### src/ffp_pkg.sv
// Constants and types for the flash erase/write unlock sequencer
package ffp_pkg;
   // ==========================================================
   // Register offsets (byte addresses)
   localparam logic [11:0] CTRL_OFS  = 12'h000;
   localparam logic [11:0] WIPE_OFS  = 12'h004;
   localparam logic [11:0] ADDRL_OFS = 12'h008;
   localparam logic [11:0] ADDRH_OFS = 12'h00C;
   localparam logic [11:0] WLO_OFS   = 12'h010;
   localparam logic [11:0] WHI_OFS   = 12'h014;
   localparam logic [11:0] KEY_OFS   = 12'h018;
   localparam logic [11:0] KEY_LAST  = 12'h02C;
   // ==========================================================
   // Field positions
   localparam int GRANT_BIT = 7;
   localparam int OPSEL_LSB = 4;
   localparam int TRIG_BIT  = 3;
   localparam int GO_BIT    = 2;
   localparam int WIPE_BIT  = 0;
   // ==========================================================
   // Reset values and codes
   localparam logic [7:0]  REG_RST  = 8'h00;
   localparam logic [11:0] ADDR_RST = 12'h000;
   localparam logic [15:0] WBUF_CLR = 16'h0000;
   localparam logic [2:0]  OP_WRITE  = 3'h0;
   localparam logic [2:0]  OP_ERASE  = 3'h1;
   localparam logic [2:0]  OP_UNLOCK = 3'h6;
   // Byte order: low first..third, then high first..third
   localparam logic [47:0] KEY_PATTERN = 48'h40_09_04_C3_0D_00;
   localparam int KEY_BYTES  = 6;
   localparam int PAGE_WORDS = 32;
   localparam int WORD_BITS  = 16;
   localparam int WIDX_BITS  = 5;
   // ==========================================================
   // Timing
   localparam int CLK_PERIOD_NS = 10;
   localparam int PROG_TIME_NS  = 2200000;
   localparam int PROG_CYC      = PROG_TIME_NS / CLK_PERIOD_NS;
   localparam int UNLOCK_CYC    = 1024;
   // ==========================================================
   // Sequencer states, Gray along idle-unlock and idle-prog
   typedef enum logic [1:0] {
      ST_IDLE   = 2'b00,
      ST_UNLOCK = 2'b01,
      ST_PROG   = 2'b10
   } ffp_state_t;
endpackage : ffp_pkg

### src/ffp_wbuf_if.sv
// Connection between sequencer and its page write buffer
`timescale 1ns/100ps
interface ffp_wbuf_if #(
   parameter int AW = 5,
   parameter int DW = 16
);
   logic          load;
   logic [AW-1:0] load_idx;
   logic [DW-1:0] load_data;
   logic          wipe_start;
   logic          wipe_busy;
   logic [AW-1:0] rd_idx;
   logic [DW-1:0] rd_data;
   modport ctrl  (output load, load_idx, load_data, wipe_start,
                  rd_idx, input wipe_busy, rd_data);
   modport store (input load, load_idx, load_data, wipe_start,
                  rd_idx, output wipe_busy, rd_data);
endinterface : ffp_wbuf_if

### src/ffp_flash_seq.sv
// APB-controlled flash unlock, page erase and page write sequencer
//
// The implementer's own choices: the APB interface to the registers and the register addresses.
`timescale 1ns/100ps
module ffp_flash_seq #(
   parameter int unsigned PROG_CYCLES   = ffp_pkg::PROG_CYC,
   parameter int unsigned UNLOCK_CYCLES = ffp_pkg::UNLOCK_CYC
) (
   input  wire logic        pclk,
   input  wire logic        presetn,
   input  wire logic        psel,
   input  wire logic        penable,
   input  wire logic        pwrite,
   input  wire logic [11:0] paddr,
   input  wire logic [31:0] pwdata,
   output logic      [31:0] prdata,
   output logic             pready,
   output logic             pslverr,
   output logic             cpu_stall,
   output logic             flash_erase,
   output logic             flash_write,
   output logic      [6:0]  flash_page,
   input  wire logic [4:0]  flash_buf_idx,
   output logic      [15:0] flash_buf_data
);
   import ffp_pkg::*;

   // ==========================================================
   // State
   ffp_state_t  state_q;
   logic        granted_q;
   logic [2:0]  opsel_q;
   logic [11:0] addr_q;
   logic [7:0]  wlo_q;
   logic [7:0]  whi_q;
   logic [47:0] key_q;
   logic        unlock_done;
   logic        prog_done;
   logic        wr_en;
   logic [7:0]  wdat;
   logic        ctrl_wr;
   logic        start_unlock;
   logic        start_prog;
   logic        revoke;
   logic        hw_grant;
   logic [2:0]  new_op;

   ffp_wbuf_if #(.AW(WIDX_BITS), .DW(WORD_BITS)) wb ();

   // ==========================================================
   // Bus decode
   function automatic logic mapped(input logic [11:0] a);
      mapped = (a[1:0] == 2'b00) && (a <= KEY_LAST);
   endfunction : mapped

   function automatic logic [2:0] key_index(input logic [11:0] a);
      logic [11:0] off;
      off = a - KEY_OFS;
      key_index = off[4:2];
   endfunction : key_index

   assign wr_en   = psel && penable && pready && pwrite;
   assign wdat    = pwdata[7:0];
   assign ctrl_wr = wr_en && (paddr == CTRL_OFS);
   assign new_op  = wdat[OPSEL_LSB +: 3];

   // Trigger only counts when the same write selects unlock mode
   assign start_unlock = ctrl_wr && wdat[TRIG_BIT]
                         && (new_op == OP_UNLOCK)
                         && (state_q == ST_IDLE);

   // Go without permission or with a reserved code never starts
   assign start_prog = ctrl_wr && wdat[GO_BIT] && granted_q
                       && wdat[GRANT_BIT]
                       && ((new_op == OP_WRITE)
                           || (new_op == OP_ERASE))
                       && (state_q == ST_IDLE)
                       && !wb.wipe_busy;

   assign revoke   = ctrl_wr && !wdat[GRANT_BIT];
   assign hw_grant = unlock_done
                     && (key_q == KEY_PATTERN);

   // ==========================================================
   // APB slave: zero wait states, read data captured in setup
   always_ff @(posedge pclk or negedge presetn) begin
      if (!presetn) begin
         pready  <= 1'b0;
         pslverr <= 1'b0;
      end else if (psel && !penable) begin
         pready  <= 1'b1;
         pslverr <= !mapped(paddr);
      end else begin
         pready  <= 1'b0;
         pslverr <= 1'b0;
      end
   end

   always_ff @(posedge pclk or negedge presetn) begin
      if (!presetn) begin
         prdata <= 32'h0000_0000;
      end else if (psel && !penable && !pwrite) begin
         prdata <= 32'h0000_0000;
         if (paddr == CTRL_OFS) begin
            prdata[GRANT_BIT]         <= granted_q;
            prdata[OPSEL_LSB +: 3]    <= opsel_q;
            prdata[TRIG_BIT]          <= (state_q == ST_UNLOCK);
            prdata[GO_BIT]            <= (state_q == ST_PROG);
         end else if (paddr == WIPE_OFS) begin
            prdata[WIPE_BIT] <= wb.wipe_busy;
         end else if (paddr == ADDRL_OFS) begin
            prdata[7:0] <= addr_q[7:0];
         end else if (paddr == ADDRH_OFS) begin
            prdata[3:0] <= addr_q[11:8];
         end else if (paddr == WLO_OFS) begin
            prdata[7:0] <= wlo_q;
         end else if (paddr == WHI_OFS) begin
            prdata[7:0] <= whi_q;
         end else if (mapped(paddr)) begin
            prdata[7:0] <= key_q[key_index(paddr)*8 +: 8];
         end
      end
   end

   // ==========================================================
   // Mode select
   always_ff @(posedge pclk or negedge presetn) begin
      if (!presetn) begin
         opsel_q <= REG_RST[2:0];
      end else if (ctrl_wr && (state_q == ST_IDLE)) begin
         opsel_q <= new_op;
      end
   end

   // ==========================================================
   // Granted flag: hardware set wins over a same-cycle clear
   always_ff @(posedge pclk or negedge presetn) begin
      if (!presetn) begin
         granted_q <= 1'b0;
      end else if (hw_grant) begin
         granted_q <= 1'b1;
      end else if (revoke) begin
         granted_q <= 1'b0;
      end else if (unlock_done) begin
         granted_q <= granted_q;
      end
      // A written one at the flag bit is simply dropped
   end

   // ==========================================================
   // Sequencer
   always_ff @(posedge pclk or negedge presetn) begin
      if (!presetn) begin
         state_q <= ST_IDLE;
      end else begin
         unique case (state_q)
            ST_IDLE: begin
               if (start_unlock) begin
                  state_q <= ST_UNLOCK;
               end else if (start_prog) begin
                  state_q <= ST_PROG;
               end
            end
            ST_UNLOCK: begin
               if (unlock_done) begin
                  state_q <= ST_IDLE;
               end
            end
            ST_PROG: begin
               if (prog_done || revoke) begin
                  state_q <= ST_IDLE;
               end
            end
            default: begin
               state_q <= ST_IDLE;
            end
         endcase
      end
   end

   ffp_timer #(.CYCLES(UNLOCK_CYCLES)) u_unlock_tmr (
      .pclk    (pclk),
      .presetn (presetn),
      .start   (start_unlock),
      .abort   (1'b0),
      .done    (unlock_done)
   );

   ffp_timer #(.CYCLES(PROG_CYCLES)) u_prog_tmr (
      .pclk    (pclk),
      .presetn (presetn),
      .start   (start_prog),
      .abort   (revoke),
      .done    (prog_done)
   );

   // ==========================================================
   // Key registers, cleared after each check so keys never replay
   always_ff @(posedge pclk or negedge presetn) begin
      if (!presetn) begin
         key_q <= {KEY_BYTES{REG_RST}};
      end else if (unlock_done) begin
         key_q <= {KEY_BYTES{REG_RST}};
      end else if (wr_en && mapped(paddr) && (paddr >= KEY_OFS)) begin
         key_q[key_index(paddr)*8 +: 8] <= wdat;
      end
   end

   // ==========================================================
   // Data byte registers
   always_ff @(posedge pclk or negedge presetn) begin
      if (!presetn) begin
         wlo_q <= REG_RST;
         whi_q <= REG_RST;
      end else if (wr_en && (paddr == WLO_OFS)) begin
         wlo_q <= wdat;
      end else if (wr_en && (paddr == WHI_OFS)) begin
         whi_q <= wdat;
      end
   end

   // ==========================================================
   // Address pair with word auto-increment inside the page
   always_ff @(posedge pclk or negedge presetn) begin
      if (!presetn) begin
         addr_q <= ADDR_RST;
      end else if (wr_en && (paddr == ADDRL_OFS)) begin
         addr_q[7:0] <= wdat;
      end else if (wr_en && (paddr == ADDRH_OFS)) begin
         addr_q[11:8] <= wdat[3:0];
      end else if (wb.load && (addr_q[4:0] != 5'h1F)) begin
         addr_q[4:0] <= addr_q[4:0] + 5'h01;
      end
      // Last word of the page holds its place
   end

   // High byte write commits the whole word to the buffer
   assign wb.load      = wr_en && (paddr == WHI_OFS)
                         && !wb.wipe_busy;
   assign wb.load_idx  = addr_q[4:0];
   assign wb.load_data = {wdat, wlo_q};
   assign wb.wipe_start = wr_en && (paddr == WIPE_OFS)
                          && wdat[WIPE_BIT]
                          && (state_q != ST_PROG);
   assign wb.rd_idx    = flash_buf_idx;

   ffp_wbuf #(.WORDS(PAGE_WORDS)) u_wbuf (
      .pclk    (pclk),
      .presetn (presetn),
      .bus     (wb)
   );

   assign flash_buf_data = wb.rd_data;

   // ==========================================================
   // Flash array strobes and CPU stall
   always_ff @(posedge pclk or negedge presetn) begin
      if (!presetn) begin
         flash_erase <= 1'b0;
         flash_write <= 1'b0;
         flash_page  <= 7'h00;
         cpu_stall   <= 1'b0;
      end else if (start_prog) begin
         flash_erase <= (new_op == OP_ERASE);
         flash_write <= (new_op == OP_WRITE);
         flash_page  <= addr_q[11:5];
         cpu_stall   <= 1'b1;
      end else if (prog_done || revoke) begin
         flash_erase <= 1'b0;
         flash_write <= 1'b0;
         cpu_stall   <= 1'b0;
      end
   end
endmodule : ffp_flash_seq

### src/ffp_timer.sv
// Down counter that reports a one-cycle pulse on expiry
`timescale 1ns/100ps
module ffp_timer #(
   parameter int unsigned CYCLES = 16
) (
   input  wire logic pclk,
   input  wire logic presetn,
   input  wire logic start,
   input  wire logic abort,
   output logic      done
);
   localparam int W = $clog2(CYCLES + 1);
   logic [W-1:0] cnt_q;

   always_ff @(posedge pclk or negedge presetn) begin
      if (!presetn) begin
         cnt_q <= '0;
         done  <= 1'b0;
      end else begin
         done <= 1'b0;
         if (abort) begin
            cnt_q <= '0;
         end else if (start) begin
            cnt_q <= W'(CYCLES);
         end else if (cnt_q != '0) begin
            cnt_q <= cnt_q - W'(1);
            done  <= (cnt_q == W'(1));
         end
      end
   end
endmodule : ffp_timer

### src/ffp_wbuf.sv
// Page write buffer with word load and self-timed wipe
`timescale 1ns/100ps
module ffp_wbuf #(
   parameter int WORDS = ffp_pkg::PAGE_WORDS
) (
   input  wire logic pclk,
   input  wire logic presetn,
   ffp_wbuf_if.store bus
);
   import ffp_pkg::*;
   localparam int AW = $clog2(WORDS);
   logic [WORD_BITS-1:0] mem_q [WORDS];
   logic [AW-1:0]        wipe_idx_q;

   // ==========================================================
   // Storage; a wipe takes one cycle per word
   always_ff @(posedge pclk or negedge presetn) begin
      if (!presetn) begin
         for (int i = 0; i < WORDS; i++) begin
            mem_q[i] <= WBUF_CLR;
         end
      end else if (bus.wipe_busy) begin
         mem_q[wipe_idx_q] <= WBUF_CLR;
      end else if (bus.load) begin
         mem_q[bus.load_idx] <= bus.load_data;
      end
   end

   always_ff @(posedge pclk or negedge presetn) begin
      if (!presetn) begin
         bus.wipe_busy <= 1'b0;
         wipe_idx_q    <= '0;
      end else if (bus.wipe_busy) begin
         wipe_idx_q <= wipe_idx_q + AW'(1);
         if (wipe_idx_q == AW'(WORDS - 1)) begin
            bus.wipe_busy <= 1'b0;
         end
      end else if (bus.wipe_start) begin
         bus.wipe_busy <= 1'b1;
         wipe_idx_q    <= '0;
      end
   end

   // Registered read port toward the flash array
   always_ff @(posedge pclk or negedge presetn) begin
      if (!presetn) begin
         bus.rd_data <= WBUF_CLR;
      end else begin
         bus.rd_data <= mem_q[bus.rd_idx];
      end
   end
endmodule : ffp_wbuf

### config.mk
export PLATFORM = sky130hd
export DESIGN_NAME = ffp_flash_seq
export DESIGN_NICKNAME = d
export VERILOG_FILES = /design/src/ffp_pkg.sv /design/src/ffp_wbuf_if.sv /design/src/ffp_flash_seq.sv /design/src/ffp_timer.sv /design/src/ffp_wbuf.sv
export SDC_FILE = /design/constraint.sdc
export NUM_CORES = 1
export LEC_CHECK = 0
export BUFFER_PORTS_ARGS = -buffer_cell sky130_fd_sc_hd__buf_4
export CAP_MARGIN = 40
export CORE_UTILIZATION = 28
export DETAILED_ROUTE_END_ITERATION = 10
export PLACE_DENSITY = 0.49
export SYNTH_ARGS = -nofsm -noshare
export SYNTH_HDL_FRONTEND = slang
export SYNTH_HIERARCHICAL = 1
export SYNTH_SLANG_ARGS = --single-unit
### constraint.sdc
create_clock -name pclk -period 3.2 [get_ports pclk]
set_input_delay 0.16 -clock pclk [delete_from_list [all_inputs] [get_ports pclk]]
set_output_delay 0.16 -clock pclk [all_outputs]
set_load 0.02 [all_outputs]
==> results.md <==
- The run finished with clean final reports.
- After detailed routing, the number of vias per cell comes to 5.50.
- Data on the critical path is required at its endpoint by 3730 ps.
- The total power divided by cell area is 534 mW/mm^2.
- For this block, the via count after detailed routing is 23000.
- The initial antenna violation count was 0.
- The worst-path maximum fanout is 17.
- The top cell type by total area after synthesis is dfrtp_1.
- In this run the count of I/O pins placed on the die edge is roughly 110.
- Each instance of the synthesized netlist takes up on average 12.2 um^2.
- The number of cells on the worst reg-to-reg path is 7.
- Of all flip-flops after synthesis, the portion carrying an async set or reset was 1.00.
- The share of layout cells above drive strength 1 is 0.177.
- The floorplan step defined a die boundary enclosing 0.113 mm^2.
- The static leakage is approximately 17 nW.
- The detail-routed net length per standard cell is 24.3 um.
- At the pin with the least slew margin, the transition time is ~810 ps.
- From bottom edge to top edge, the die measures 337 um.
- Clock-pin slew was measured on the worst setup and hold paths at 60 ps.
- The share of the cycle needed by the critical path after routing is 0.852.
- The tightest min-delay check is of the in -> reg type.
- Derived from the worst setup path, the maximum achievable clock frequency is 0.367 GHz.
- Counting flops and latches in the post-synthesis netlist gives approximately 670.
- Of the total synthesized cell area, the portion taken by full adders, half adders and majority gates is 0.00718.
- STA classifies the critical path endpoint as a flop.
- The overall overflow remaining after global route is 0.
- The share of synthesized cell area in and, or, nand and nor gates is 0.0820.
- Synthesis produced between 2000 and 3000 cells.
- The HPWL after detailed placement is ~64000 um.
- The TritonCTS clock tree is yes.
- Entering global routing, the biggest net connects 87 pins.
- Of the total synthesized cell area, the portion taken by XOR and XNOR cells is 0.00307.
- The number of core rows is 122.
- The compound-gate portion of the synthesized area is 0.222.
- The max-cap check violation count is 0.
- For this run, design rule violations remaining after detail routing come to 0.
- Counting along the longest clock path gives a buffer depth of 3.
- The sink count of the clock tree is 667.
- Summed over all layers, the routed wires come to a little over 100000 um.
- Setup repair after global routing left no endpoint under its margin.
- The setup-violating endpoint count in the final report is 0.
- The worst pin sits at a relative slew slack of 0.457.
- The layout has 11000 filler cells.
- For this configuration, the core starts out at a cell density of 0.283.
- Input and output buffers added on the ports amount to 65.
- The first global-routing pass estimated 155000 um of wire.
- The terminus of the critical flop-to-flop path is u_wbuf/mem_q[112].
- The die is 337 um wide.
- The number of global-route vias before repair came to 23700.
- VDD sags by at most between 0.3 and 0.4 mV.
- The startpoint type of the worst setup path is a flop.
- The number of enable flip-flop cells after synthesis is 0.
- The number of CTS-inserted buffers is 79.
- For this design, the slowest cell found on the critical path is or4b_4.
- The count of pins over their slew limit is 0.
- The total area inside the core boundary comes to ~0.11 mm^2.
- After clock tree synthesis, the setup repair step added 0 buffers.
- The area growth from synthesis to layout is 17.1%.
- The congestion estimate from routability-driven global placement came to 0.835.
- By startpoint and endpoint, the worst setup path is classified as reg -> reg.
- The arrival time at the worst endpoint is 3260 ps.
- The total routing resource utilization after global routing is 0.178.
- In this run the worst setup path begins at pready.
- Hold timing on the final database bottoms out at a slack of 39.0 ps.
- Of the post-synthesis cell area, the part taken by muxes is 0.110.
- The number of different library cells used by synthesis comes to 89.
- The first routing iteration left 2017 violations.
- The number of iterations in the first detailed-routing pass is 7.
- For the worst-skew pair, the clock arrives at the later sink with an insertion delay of 650 ps.
- On the worst path, the slowest cell contributes a delay of 780 ps.
- The CTS H-tree depth is 3.
- The detail route stage leaves a number of antenna-violating nets equal to 0.
- The final hold violation count was 0.
- Traced cell by cell, the critical path runs through and4_1, nand2b_1, nor2_1, or4b_4, nor2_8, a21oi_4, a22o_1.
- For this run, the post-layout net count is 2708.
- During synthesis, Yosys emitted a total of 6 warnings.
- Ranked by total cell area, the synthesized netlist is headed by dfrtp_1 (53%), a22o_1 (16%), mux2i_1 (9.1%), a22oi_1 (1.7%), clkbuf_1 (1.4%).
- Setup total negative slack on the finished layout was measured at 0 ps.
- Across the routed clock network, the largest skew measured is ~30 ps.
- The largest family of logic cells by synthesized area is compound AO/OA/AOI/OAI gates.
- The launch instance of the worst register-to-register path is pready.
- The share of synthesized area occupied by flip-flops and latches is 0.532.
- The worst setup path endpoint is u_wbuf/mem_q[112].
- Clock tree synthesis selected as its root buffer the cell clkbuf_16.
- The smallest clock period supported by the final layout is computed as 2730 ps.
- Of the post-synthesis cell area, the dominant cell type holds 0.532.
- The cell area after technology mapping is 0.0314 mm^2.
- Across all register-to-register paths, the minimum setup slack is approximately 470 ps.
- The prevailing post-synth register cell is dfrtp_1.
[critical path: cells and delay by family (launching register included)]
family,cells,cell delay (ps)
AO/OA/AOI/OAI,2,350
flip-flops,1,370
AND/OR/NAND/NOR,5,1900
[worst min path at each step]
stage                     startpoint               endpoint  slack [ps]  depth (start not counted)
floorplan                    presetn              addr_q[0]        -140                          0
global placement             presetn      u_wbuf/mem_q[228]         230                          1
detailed placement           presetn      u_wbuf/mem_q[228]         240                          1
CTS                           pwrite              prdata[7]           5                          4
global route        flash_buf_idx[4]  u_wbuf/bus.rd_data[2]          50                          3
finish              flash_buf_idx[4]  u_wbuf/bus.rd_data[0]          40                          3
[kinds of logic (layout without fill, tap and decap cells)]
| kind of cell | after synthesis | count (layout) |
|---|---|---|
| AOI/OAI and AO/OA | 852 | 852 |
| DFF | 667 | 667 |
| and+or+nand+nor | 409 | 409 |
| muxes | 331 | 331 |
| buffers and inverters | 280 | 380 |
| adders and majority gates | 18 | 18 |
| xor gates and xnor gates | 11 | 11 |
| other | 1 | 30 |
[routing by layer]
| layer | up-vias | track usage | routed length [um] |
|---|---|---|---|
| li1 | 9934 | - | - |
| met1 | 12100 | 0.255 | 47000 |
| met2 | 805 | 0.270 | 45600 |
| met3 | 133 | 0.0322 | 6170 |
| met4 | 0 | 0.0544 | 2820 |
| met5 | - | 0 | 0 |
[through the flow]
stage | cell area (um^2) | util | std cells | worst slack, ps | total power, mW
after floorplan | 31500 | - | 2597 | 514 | 9.73
after global placement | 33700 | 0.304 | 4023 | 255 | 10.4
after detailed placement | 33900 | 0.306 | 4033 | 290 | 10.4
after CTS | 36700 | 0.331 | 4185 | 493 | 19.8
after global routing | 36700 | 0.331 | 4185 | 355 | 20.3
final | 36700 | 0.331 | 4186 | 474 | 19.6
[cells in the final DEF (no fill, tap or decap), drive strengths merged, types with 7 or more instances in the layout]
cell	instances
clkbuf	119
dlygate4sd3	10
a21oi	99
a22oi	70
nand4	29
nand3b	12
a31oi	24
nand2	85
mux2	40
conb	29
dfrtp	667
or4	10
nor2	89
o31ai	11
o21ai	31
nor3	34
xnor2	7
nor4	21
mux4	7
nand3	47
nand2b	10
nor4b	7
or3	12
a22o	567
mux2i	284
ha	18
clkinv	16
nor3b	8
inv	24
o211ai	7
buf	204
[cell usage after synthesis, types with 16 or more instances]
library cell and instances:
nand2_1 85, a22oi_1 70, a22o_1 567, clkbuf_1 120, nor2_1 59, a31oi_1 24, nand4_1 28, dfrtp_1 667
ha_1 18, nor3_1 31, a21oi_2 16, inv_1 22, mux2_2 40, mux2i_1 284, a21oi_1 77, nand3_1 46
buf_4 35, o21ai_0 28, buf_2 84
[power breakdown]
part	internal, mW	switching, mW	total, mW
Combinational	0.545	1.07	1.61
Sequential	8.54	0.121	8.66
Clock	5.60	3.72	9.32
[flip-flops by register name, indices dropped and copies added (netlist names), 11 cells and up]
signal and cells:
key_q 48, u_unlock_tmr/cnt_q 11, u_wbuf/mem_q 512, u_prog_tmr/cnt_q 18
addr_q 12, u_wbuf/bus.rd_data 16
[area by class of cell]
cell class | instances | area, um^2 | area share
diodes | 1 | 2.50 | 0.0000682
well taps | 1488 | 1860 | 0.0507
multi-input cells | 1650 | 13400 | 0.366
flip-flops and latches | 667 | 16700 | 0.455
repair buffers | 214 | 1930 | 0.0526
clock inverters | 23 | 334 | 0.00910
inverters | 24 | 90.1 | 0.00245
clock buffers | 119 | 2360 | 0.0643
[what timing repair did]
item,4_1_cts,5_1_grt
hold buffers,10,0
endpoints found under the hold margin,80,0
gates resized for setup,0,0
Note: power is estimated with default switching activity, not from simulation.
